## src/include/fhp_defs.vh

```
/*
 Constants for the flash host port controller: pin field layout and
 timing counts at a 200 MHz controller clock.
 Assumes the including file works in whole clock cycles of 5 ns.
*/
`ifndef FHP_DEFS_VH
`define FHP_DEFS_VH
`define FHP_CLK_PERIOD_PS 5000
`define FHP_WORD_ADDR_W 13
`define FHP_BLOCK_ADDR_W 5
`define FHP_ADDR_W 18
`define FHP_BLOCK_LSB 13
`define FHP_RECOVERY_NS 430
`define FHP_RECOVERY_CYC ((`FHP_RECOVERY_NS * 1000 + `FHP_CLK_PERIOD_PS - 1) / `FHP_CLK_PERIOD_PS)
`define FHP_STROBE_CYC 16'h0010
`define FHP_SETUP_CYC 16'h0004
`define FHP_READ_CYC 16'h0012
`define FHP_CNT_W 16
`endif

```

## src/rtl/fhp_host.v

```verilog
/*
 Host controller that drives a block-erasable parallel flash through its
 chip select, output gate, write strobe, width select, byte-lane address,
 reset/power-down and ready/busy pins, from a simple request port.
 Assumes a 200 MHz clock, a flash pin interface without a clock, and that
 the board resolves the shared data pins from the output enables given.
*/
// Functional notes
// [RULE_01] Byte mode: byte-lane address picks high/low byte.
// [RULE_02] Byte-mode writes present byte-lane address with others.
// [RULE_03] Word mode: byte-lane address pin is unused.
// [RULE_04] Thirteen low address bits select word within block.
// [RULE_05] Five upper address bits select one block.
// [RULE_06] Block bits held through writes, erase, lock.
// [RULE_07] Commands and data go on low byte lane.
// [RULE_08] Low lane returns array, identifier or status data.
// [RULE_09] Lanes float when deselected or outputs disabled.
// [RULE_10] High lane written only in word-mode writes.
// [RULE_11] Chip select held low for every access.
// [RULE_12] Reset pin low aborts and powers down device.
// [RULE_13] Reset pin held low across supply transitions.
// [RULE_14] Wait 430 ns after reset release before access.
// [RULE_15] Reset clears device status to ready.
// [RULE_16] Device comes out of reset in read-array mode.
// [RULE_17] Device drives data only while output gate low.
// [RULE_18] Address and data taken at write strobe rise.
// [RULE_19] Width select low is byte mode, high word mode.
// [RULE_20] Open-drain ready/busy pulls low while busy.
`timescale 1ns/1ps
`default_nettype none
`include "fhp_defs.vh"
module fhp_host (
    input wire mclk_in,
    input wire nrst_in,
    input wire req_valid_in,
    input wire req_write_in,
    input wire [`FHP_ADDR_W-1:0] req_addr_in,
    input wire req_byte_lane_in,
    input wire [15:0] req_wdata_in,
    input wire word_mode_in,
    input wire power_down_in,
    output wire req_ready_out,
    output reg rsp_valid_out,
    output reg [15:0] rsp_rdata_out,
    output wire flash_ready_out,
    output reg [`FHP_ADDR_W-1:0] addr_out,
    output reg chip_sel_n_out,
    output reg out_gate_n_out,
    output reg write_strobe_n_out,
    output reg width_sel_out,
    output reg reset_powerdown_n_out,
    input wire [7:0] dq_lo_in,
    output reg [7:0] dq_lo_out,
    output reg dq_lo_oe_n_out,
    input wire [6:0] dq_hi_in,
    output reg [6:0] dq_hi_out,
    output reg dq_hi_oe_n_out,
    input wire dq15_in,
    output reg dq15_out,
    output reg dq15_oe_n_out,
    input wire ready_busy_n_in
);
    localparam ST_PDOWN = 6'b00_0001;
    localparam ST_RECOV = 6'b00_0010;
    localparam ST_IDLE = 6'b00_0100;
    localparam ST_WSETUP = 6'b00_1000;
    localparam ST_WSTROBE = 6'b01_0000;
    localparam ST_READ = 6'b10_0000;
    localparam [`FHP_CNT_W-1:0] RECOV_CYC = `FHP_RECOVERY_CYC;

    reg [5:0] state_q;
    reg [`FHP_CNT_W-1:0] cnt_q;
    reg [2:0] rb_sync_q;
    reg rb_level_q;
    reg write_q;
    reg byte_lane_q;
    reg [15:0] wdata_q;
    reg [15:0] dq_s1_q;
    reg [15:0] dq_s2_q;
    reg [15:0] dq_s3_q;
    reg [15:0] rd_data_q;

    // Ready/busy is sampled through three stages and changes once two agree.
    always @(posedge mclk_in) begin
        if (!nrst_in) begin
            // Start at the pull-up level so reset never reports a false busy.
            rb_sync_q <= 3'h7;
            rb_level_q <= 1'b1;
        end else begin
            rb_sync_q <= {rb_sync_q[1:0], ready_busy_n_in};
            if (rb_sync_q[2] == rb_sync_q[1]) begin
                rb_level_q <= rb_sync_q[2];
            end
        end
    end

    // A floating ready/busy pin is read high by the board pull-up.
    assign flash_ready_out = rb_level_q; // RULE_20
    assign req_ready_out = (state_q == ST_IDLE);

    // Data pins are synchronised too; the long gate window absorbs the delay.
    always @(posedge mclk_in) begin
        if (!nrst_in) begin
            dq_s1_q <= 16'h0000;
            dq_s2_q <= 16'h0000;
            dq_s3_q <= 16'h0000;
            rd_data_q <= 16'h0000;
        end else begin
            dq_s1_q <= {dq15_in, dq_hi_in, dq_lo_in};
            dq_s2_q <= dq_s1_q;
            dq_s3_q <= dq_s2_q;
            if (dq_s3_q == dq_s2_q) begin
                rd_data_q <= dq_s3_q;
            end
        end
    end

    always @(posedge mclk_in) begin
        if (!nrst_in) begin
            state_q <= ST_PDOWN;
            cnt_q <= {`FHP_CNT_W{1'b0}};
            write_q <= 1'b0;
            byte_lane_q <= 1'b0;
            wdata_q <= 16'h0000;
            addr_out <= {`FHP_ADDR_W{1'b0}};
            chip_sel_n_out <= 1'b1;
            out_gate_n_out <= 1'b1;
            write_strobe_n_out <= 1'b1;
            width_sel_out <= 1'b0;
            reset_powerdown_n_out <= 1'b0; // RULE_13
            dq_lo_out <= 8'h00;
            dq_lo_oe_n_out <= 1'b1;
            dq_hi_out <= 7'h00;
            dq_hi_oe_n_out <= 1'b1;
            dq15_out <= 1'b0;
            dq15_oe_n_out <= 1'b1;
            rsp_valid_out <= 1'b0;
            rsp_rdata_out <= 16'h0000;
        end else begin
            rsp_valid_out <= 1'b0;
            case (state_q)
                ST_PDOWN: begin
                    // Holding the pin low aborts device work and clears its status.
                    reset_powerdown_n_out <= 1'b0; // RULE_12
                    chip_sel_n_out <= 1'b1;
                    if (!power_down_in) begin
                        reset_powerdown_n_out <= 1'b1;
                        cnt_q <= RECOV_CYC;
                        state_q <= ST_RECOV;
                    end
                end
                ST_RECOV: begin
                    // No access before the recovery time; device then reads array.
                    if (power_down_in) begin
                        state_q <= ST_PDOWN;
                        reset_powerdown_n_out <= 1'b0;
                    end else if (cnt_q <= 16'h0001) begin // RULE_14
                        state_q <= ST_IDLE; // RULE_16
                    end else begin
                        cnt_q <= cnt_q - 16'h0001;
                    end
                end
                ST_IDLE: begin
                    width_sel_out <= word_mode_in; // RULE_19
                    if (power_down_in) begin
                        reset_powerdown_n_out <= 1'b0; // RULE_15
                        state_q <= ST_PDOWN;
                    end else if (req_valid_in) begin
                        // Word and block selects come straight from the request.
                        addr_out <= req_addr_in; // RULE_04 RULE_05
                        write_q <= req_write_in;
                        byte_lane_q <= req_byte_lane_in;
                        wdata_q <= req_wdata_in;
                        chip_sel_n_out <= 1'b0; // RULE_11
                        if (req_write_in) begin
                            dq_lo_out <= req_wdata_in[7:0]; // RULE_07
                            dq_lo_oe_n_out <= 1'b0;
                            dq_hi_out <= req_wdata_in[14:8];
                            dq_hi_oe_n_out <= ~word_mode_in; // RULE_10
                            // In byte mode the top pin carries the byte-lane address.
                            dq15_out <= word_mode_in ? req_wdata_in[15] : req_byte_lane_in; // RULE_02
                            dq15_oe_n_out <= 1'b0;
                            cnt_q <= `FHP_SETUP_CYC;
                            state_q <= ST_WSETUP;
                        end else begin
                            dq15_out <= req_byte_lane_in; // RULE_01
                            dq15_oe_n_out <= word_mode_in; // RULE_03
                            out_gate_n_out <= 1'b0; // RULE_17
                            cnt_q <= `FHP_READ_CYC;
                            state_q <= ST_READ;
                        end
                    end
                end
                ST_WSETUP: begin
                    if (cnt_q <= 16'h0001) begin
                        write_strobe_n_out <= 1'b0;
                        cnt_q <= `FHP_STROBE_CYC;
                        state_q <= ST_WSTROBE;
                    end else begin
                        cnt_q <= cnt_q - 16'h0001;
                    end
                end
                ST_WSTROBE: begin
                    if (cnt_q <= 16'h0001) begin
                        // Address, block select and data stay put across the rising edge.
                        write_strobe_n_out <= 1'b1; // RULE_18 RULE_06
                        cnt_q <= `FHP_SETUP_CYC;
                        state_q <= ST_READ;
                    end else begin
                        cnt_q <= cnt_q - 16'h0001;
                    end
                end
                ST_READ: begin
                    // Shared with write hold; reads sample just before gate release.
                    if (cnt_q <= 16'h0001) begin
                        if (!write_q) begin
                            rsp_valid_out <= 1'b1;
                            if (!width_sel_out) begin
                                rsp_rdata_out <= {8'h00, rd_data_q[7:0]}; // RULE_08
                            end else begin
                                rsp_rdata_out <= rd_data_q;
                            end
                        end
                        out_gate_n_out <= 1'b1; // RULE_09
                        chip_sel_n_out <= 1'b1;
                        dq_lo_oe_n_out <= 1'b1;
                        dq_hi_oe_n_out <= 1'b1;
                        dq15_oe_n_out <= 1'b1;
                        state_q <= ST_IDLE;
                    end else begin
                        cnt_q <= cnt_q - 16'h0001;
                    end
                end
                default: begin
                    state_q <= ST_PDOWN;
                end
            endcase
        end
    end
endmodule
`default_nettype wire

```

## config.mk

```make
export PLATFORM = sky130hd
export DESIGN_NAME = fhp_host
export DESIGN_NICKNAME = d
export VERILOG_FILES = /design/src/rtl/fhp_host.v
export VERILOG_INCLUDE_DIRS = /design/src /design/src/include
export SDC_FILE = /design/constraint.sdc
export NUM_CORES = 1
export LEC_CHECK = 0
export BUFFER_PORTS_ARGS = -buffer_cell sky130_fd_sc_hd__buf_4
export CAP_MARGIN = 40
export CORE_MARGIN = 2
export CORE_UTILIZATION = 35
export CTS_CLUSTER_DIAMETER = 120
export DETAILED_ROUTE_END_ITERATION = 8
export GPL_ROUTABILITY_DRIVEN = 0
export GPL_TIMING_DRIVEN = 0
export HOLD_SLACK_MARGIN = 0.05
export PLACE_DENSITY = 0.54
export RECOVER_POWER = 100
export SYNTH_ARGS = -nofsm -noshare
export SYNTH_HDL_FRONTEND = slang
export SYNTH_SLANG_ARGS = --single-unit
```

## constraint.sdc

```tcl
create_clock -name mclk_in -period 5.7 [get_ports mclk_in]
set_input_delay 1.71 -clock mclk_in [delete_from_list [all_inputs] [get_ports mclk_in]]
set_output_delay 1.71 -clock mclk_in [all_outputs]
set_load 0.005 [all_outputs]
```

---- After elaboration in Yosys (flattened, before gate mapping) ----
Cells that the tools add are included.
cells by class
  add/subtract/negate cells ............... 1
  multipliers ............................. 0
  div/mod/pow operators ................... 0
  magnitude comparators ................... 1
  equality and inequality tests ........... 19
  shift-type cells ........................ 0
  mux-type cells .......................... 47
  bitwise operators ....................... 3
  reductions and logical operators ........ 18
operator list
  kind                                                              count
  two-way mux 16 bit                                                8
  one-hot mux 16 bit (6 select lines)                               1
  two-way mux 6 bit                                                 8
  one-hot mux 6 bit (6 select lines)                                1
  two-way mux 1 bit                                                 21
  != test 2 bit (second input constant)                             9
  equality test 16 bit                                              1
  less-or-equal comparator 16 x 1 -> 1 bit (second input constant)  1
  AND reduction 4 bit                                               4
  subtractor 16 x 1 -> 16 bit (second input constant)               1
  AND reduction 5 bit                                               3
  one-hot mux 1 bit (2 select lines)                                6
  AND reduction 3 bit                                               4
  equality test 6 x 1 -> 1 bit (second input constant)              1
  equality test 6 x 2 -> 1 bit (second input constant)              1
  equality test 6 x 3 -> 1 bit (second input constant)              1
  equality test 6 x 4 -> 1 bit (second input constant)              1
  equality test 6 x 5 -> 1 bit (second input constant)              1
  equality test 6 bit (second input constant)                       1
  nonzero test 2 bit                                                3
  nonzero test 6 bit                                                1
  two-way mux 5 bit                                                 1
  != test 3 bit (second input constant)                             1
  inverter 1 bit                                                    3
  other kinds (6)                                                   6
storage, ports and cells
  flip-flop bits (word level) ............. 150
  bits in latches ......................... 0
  memory bits (writable) .................. 0
  bits in read-only memories .............. 0
  bits of input ports ..................... 58
  output and inout port bits .............. 61
  logic and storage cells ................. 112
  memories ................................ 0

---- Logic depth before layout (Yosys ltp) ----
  depth in word-level cells ............... 5
  mapped depth ............................ 10
  depth with buffers taken out ............ 8

---- Worst setup path after synthesis ----
No wires, ideal clock.
  kind .................................... input to register
  start point ............................. input port power_down_in
  end point ............................... register cnt_q[3]
  library setup time ...................... 69 ps
  arrival time ............................ 3102 ps
  data required time ...................... 5631 ps
  slack ................................... 2529 ps
  cell stages on the path ................. 7
  buffers on the path ..................... 2
  cell sequence ........................... clkbuf_1 -> a31oi_1 -> nor2_1 -> or3_1 -> clkbuf_1 -> or4_1 -> o21ai_1
between the ends
  longest elaborated chain between the ends .. 2
  elaborated cells on any way between the ends .. 4
  classes of those cells .................. eq/ne (3); reduce/logical (1)
RTL lines
  what                                    line            source
  from (decl)                             fhp_host.v:41   input wire power_down_in,
  != test 2 bit (no source line)          n/a
  AND reduction 5 bit (no source line) *  n/a
  to (signal assigned)                    fhp_host.v:121  cnt_q <= {`FHP_CNT_W{1'b0}};
  to (signal assigned)                    fhp_host.v:160  cnt_q <= cnt_q - 16'h0001;
  to (signal assigned)                    fhp_host.v:183  cnt_q <= `FHP_SETUP_CYC;
  to (decl)                               fhp_host.v:72   reg [`FHP_CNT_W-1:0] cnt_q;
Mark *: on every way between the ends. The rest lies on a longest branch, timed or not.
A chain may end at the register's enable or synchronous reset.

---- Worst setup path after layout ----
  start point ............................. register state_q[3]
  end point ............................... output port req_ready_out
between the ends
  longest elaborated chain between the ends .. 1
RTL lines
  what                          line            source
  from (decl)                   fhp_host.v:71   reg [5:0] state_q;
  from (signal assigned)        fhp_host.v:120  state_q <= ST_PDOWN;
  from (signal assigned)        fhp_host.v:149  state_q <= ST_RECOV;
  from (signal assigned)        fhp_host.v:155  state_q <= ST_PDOWN;
  equality test 6 x 3 -> 1 bit  fhp_host.v:99   assign req_ready_out = (state_q == ST_IDLE);
  to (decl)                     fhp_host.v:42   output wire req_ready_out,
Every way passes these cells.

==> impl_metrics.toml <==
[drt]
vias = 5052
wirelength_um = 15000
routed_via_density = 4.85
wl_per_cell_um = 14.4
drt_iter0_markers = 295
ant_nets = 0
first_pass_iters = 5
drc = 0

[die]
die_height_um = 134
ios = 119
std_cell_rows = 47
initial_core_util = 0.356
core_mm2 = 0.0165
die_area_mm2 = 0.0178
dieWidth_um = 134

[global_routing]
grt_use_total = 0.172
overflow = 0
antenna_found_initial = 0
grt_max_degree = 17
grt_pass1_vias = 4792
grt_pass1_wl_um = 24200

[worst_setup_path]
start_kind = "flop"
critical_path.cell_chain = "clkbuf_1 > nor3_1 > nand3_1 > inv_1 > buf_4"
cp.required_ns = 3.99
critPathArrivalTime_ns = 1.89
max_stage_delay_ns = 0.34
end_kind = "primary output"
cp_top_family = "buffers and inverters"
worst_path_max_delay_cell = "dfxtp_1"
worstSetupPathType = "reg2out"
cp_max_fo = 10
r2r-start = "cnt_q[2]"
crit_start = "state_q[3]"
crit_buf_inv = 3

[power]
seqPwrFrac = 0.432
peakVddDrop_uv = 208
p_clk_frac = 0.423
p_per_area_mw_per_mm2 = 339
p_leak_nw = 2.91
switching_share = 0.272
power_switching_w = 0.000694
combPwrFrac = 0.145
p_int_w = 0.00186

[final_layout]
fin_util = 0.455
nets = 868
area_growth_pct = 27.9
antenna_cells = 0
ff_latch_area_mm2 = 0.00300
fill_cells = 1672
multi_input_area_mm2 = 0.00259
drive_above_1_share = 0.195

[clock_tree]
cts_tree = "done"
cts_setup_buffers = 0
path_clk_slew_ns = 0.06
hold_buffers = 0
cts_sinks = 150
numCtsBuffers = 17
ctsResizeCount = 0
clock-root-buffer = "clkbuf_16"
htreeDepth = 4
clk_latency_ns = 0.42
cts_buffer_depth = 2

[yosys]
synth_top_area_share = 0.511
synth_warnings = 0
synth_edf_count = 0
synthCells = 672
synth_area_mm2 = 0.00588
async_flop_share = 0
synthTopCellsByArea = "dfxtp_1 (51%), nand2_1 (9.8%), a21oi_1 (6.8%), and2_1 (5.3%), xor2_1 (3.0%)"
syn_nets = 732
ys_ff_latch = 150
yosys.cell_types.count = 61
yosysSeqAreaShare = 0.511
synth_area_leader_cell = "dfxtp_1"
syn-mean-instance-area_um2 = 8.75
ys.flop_type = "dfxtp_1"

[min_path]
hold_path.class = "reg2reg"
min-delay-start = "rb_sync_q[0]"

[timing]
rsz0062_at_grt = "no"
setup-tns-final_ns = 0
relSlewSlack = 0.0186
setup_viol = 0
tightest_slew_ns = 1.46
clock_skew_ns = 0.00899
min_period_ns = 3.60
timing.final.crit_share = 0.632
finalHoldViolations = 0
max_freq_ghz = 0.277
final-max-slew-violation-count = 0

[outcome]
status = "finished, violations left"
violations = "capacitance limit"

[place]
portBuffers = 117
hpwl_um = 11300

[run]
max-cap-violations = 1
final cells by class:
class / instances / area share
sequential: 150 / 0.399
multi-input combinational: 473 / 0.345
timing repair buffer: 117 / 0.111
clock buffer: 20 / 0.0607
tap: 220 / 0.0366
buffer: 41 / 0.0278
clock inverter: 12 / 0.0158
inverter: 8 / 0.00399
sequential cells by signal, indices dropped and copies added, names as in the netlist, 3 cells and up:
signal	flops
addr_out	18
cnt_q	16
dq_hi_out	7
dq_lo_out	8
dq_s1_q	16
dq_s2_q	16
dq_s3_q	16
rb_sync_q	3
rd_data_q	16
rsp_rdata_out	16
state_q	6
kinds of logic after synthesis:
group | Yosys count | synth area share
buf+inv | 49 | 0.0430
flops | 150 | 0.511
fa+ha+maj | 2 | 0.00426
simple gates | 311 | 0.267
xor+xnor | 22 | 0.0328
compound gates | 138 | 0.142
cell usage after synthesis, types with 5 or more instances:
cell type and n:
nor3_1 16, nand3_1 16, dfxtp_1 150, xor2_1 20
clkbuf_1 29, nor4_1 6, o211ai_1 7, inv_1 8
nand2b_1 9, nor2_1 23, o21ai_0 16, buf_6 6
and2_1 50, or3_1 5, nand2_1 154, a21oi_1 80
worst register-to-register path, cell delays in order, from the launching register on:
cell and delay, ns:
dfxtp_1 0.36, nor4_1 1.22, nand3b_1 0.33, nor3_1 0.53, nand2b_1 0.10, clkbuf_1 0.21
clkbuf_1 0.28, nand2_1 0.14, a21oi_1 0.06
worst paths after layout:
path | end | slack [ns] | depth (start not counted)
max reg2reg | rsp_rdata_out[10] | 2.33 | 8
min | rb_sync_q[1] | 0.41 | 1
max | req_ready_out | 2.10 | 5
min reg2reg | rb_sync_q[1] | 0.41 | 1
power by group through the flow:
stage	registers [W]	logic [W]	clock network, W
floorplan	0.00112	0.000264	0
finish	0.00110	0.000370	0.00108
global placement	0.00112	0.000368	0
detailed placement	0.00112	0.000371	0
global route	0.00110	0.000409	0.00116
CTS	0.00110	0.000373	0.00110
metal layers:
metal / up-vias / wire length [um] / share of wire / track usage
met5: - / 0 / 0 / 0
met1: 2332 / 7000 / 0.47 / 0.220
li1: 2540 / - / - / -
met3: 23 / 777 / 0.052 / 0.0487
met2: 157 / 6930 / 0.46 / 0.277
met4: 0 / 316 / 0.021 / 0.0668
per-stage QoR:
step / std cells / worst slack (ns) / cell area (um^2) / total power, W / hold slack [ns]
floorplan: 672 / 2.53 / 5880 / 0.00138 / 0.386
global placement: 1009 / 2.10 / 7030 / 0.00149 / 0.391
detailed placement: 1009 / 2.03 / 7030 / 0.00150 / 0.400
CTS: 1041 / 2.14 / 7610 / 0.00258 / 0.414
global route: 1041 / 1.88 / 7520 / 0.00267 / 0.438
finish: 1041 / 2.10 / 7520 / 0.00255 / 0.407
placed cells by master, fill, tap and decap left out, types with 3 or more instances in the layout:
master     synthesis  routed
xor2_1            20      20
o21a_1             3       3
clkbuf_4           0      49
and2_1            50      34
o31ai_1            2       4
inv_1              8       8
nor2_1            23      24
nor3_1            16      16
clkbuf_16          0      17
a21oi_1           80      80
o211ai_1           7       7
or3_1              5       6
nand2b_1           9       9
o22ai_1            4       4
buf_4              2      57
dfxtp_1          150     150
o21ai_0           16      19
nand3b_1           4       4
and2_0             1      17
clkbuf_1          29      45
nand3_1           16      16
or2_2              3       3
nor4_1             6       8
buf_6              6       6
clkinv_4           0       4
nand2_1          154     154
a22o_1             3       3
No activity file was read; power rests on OpenSTA's default activity.
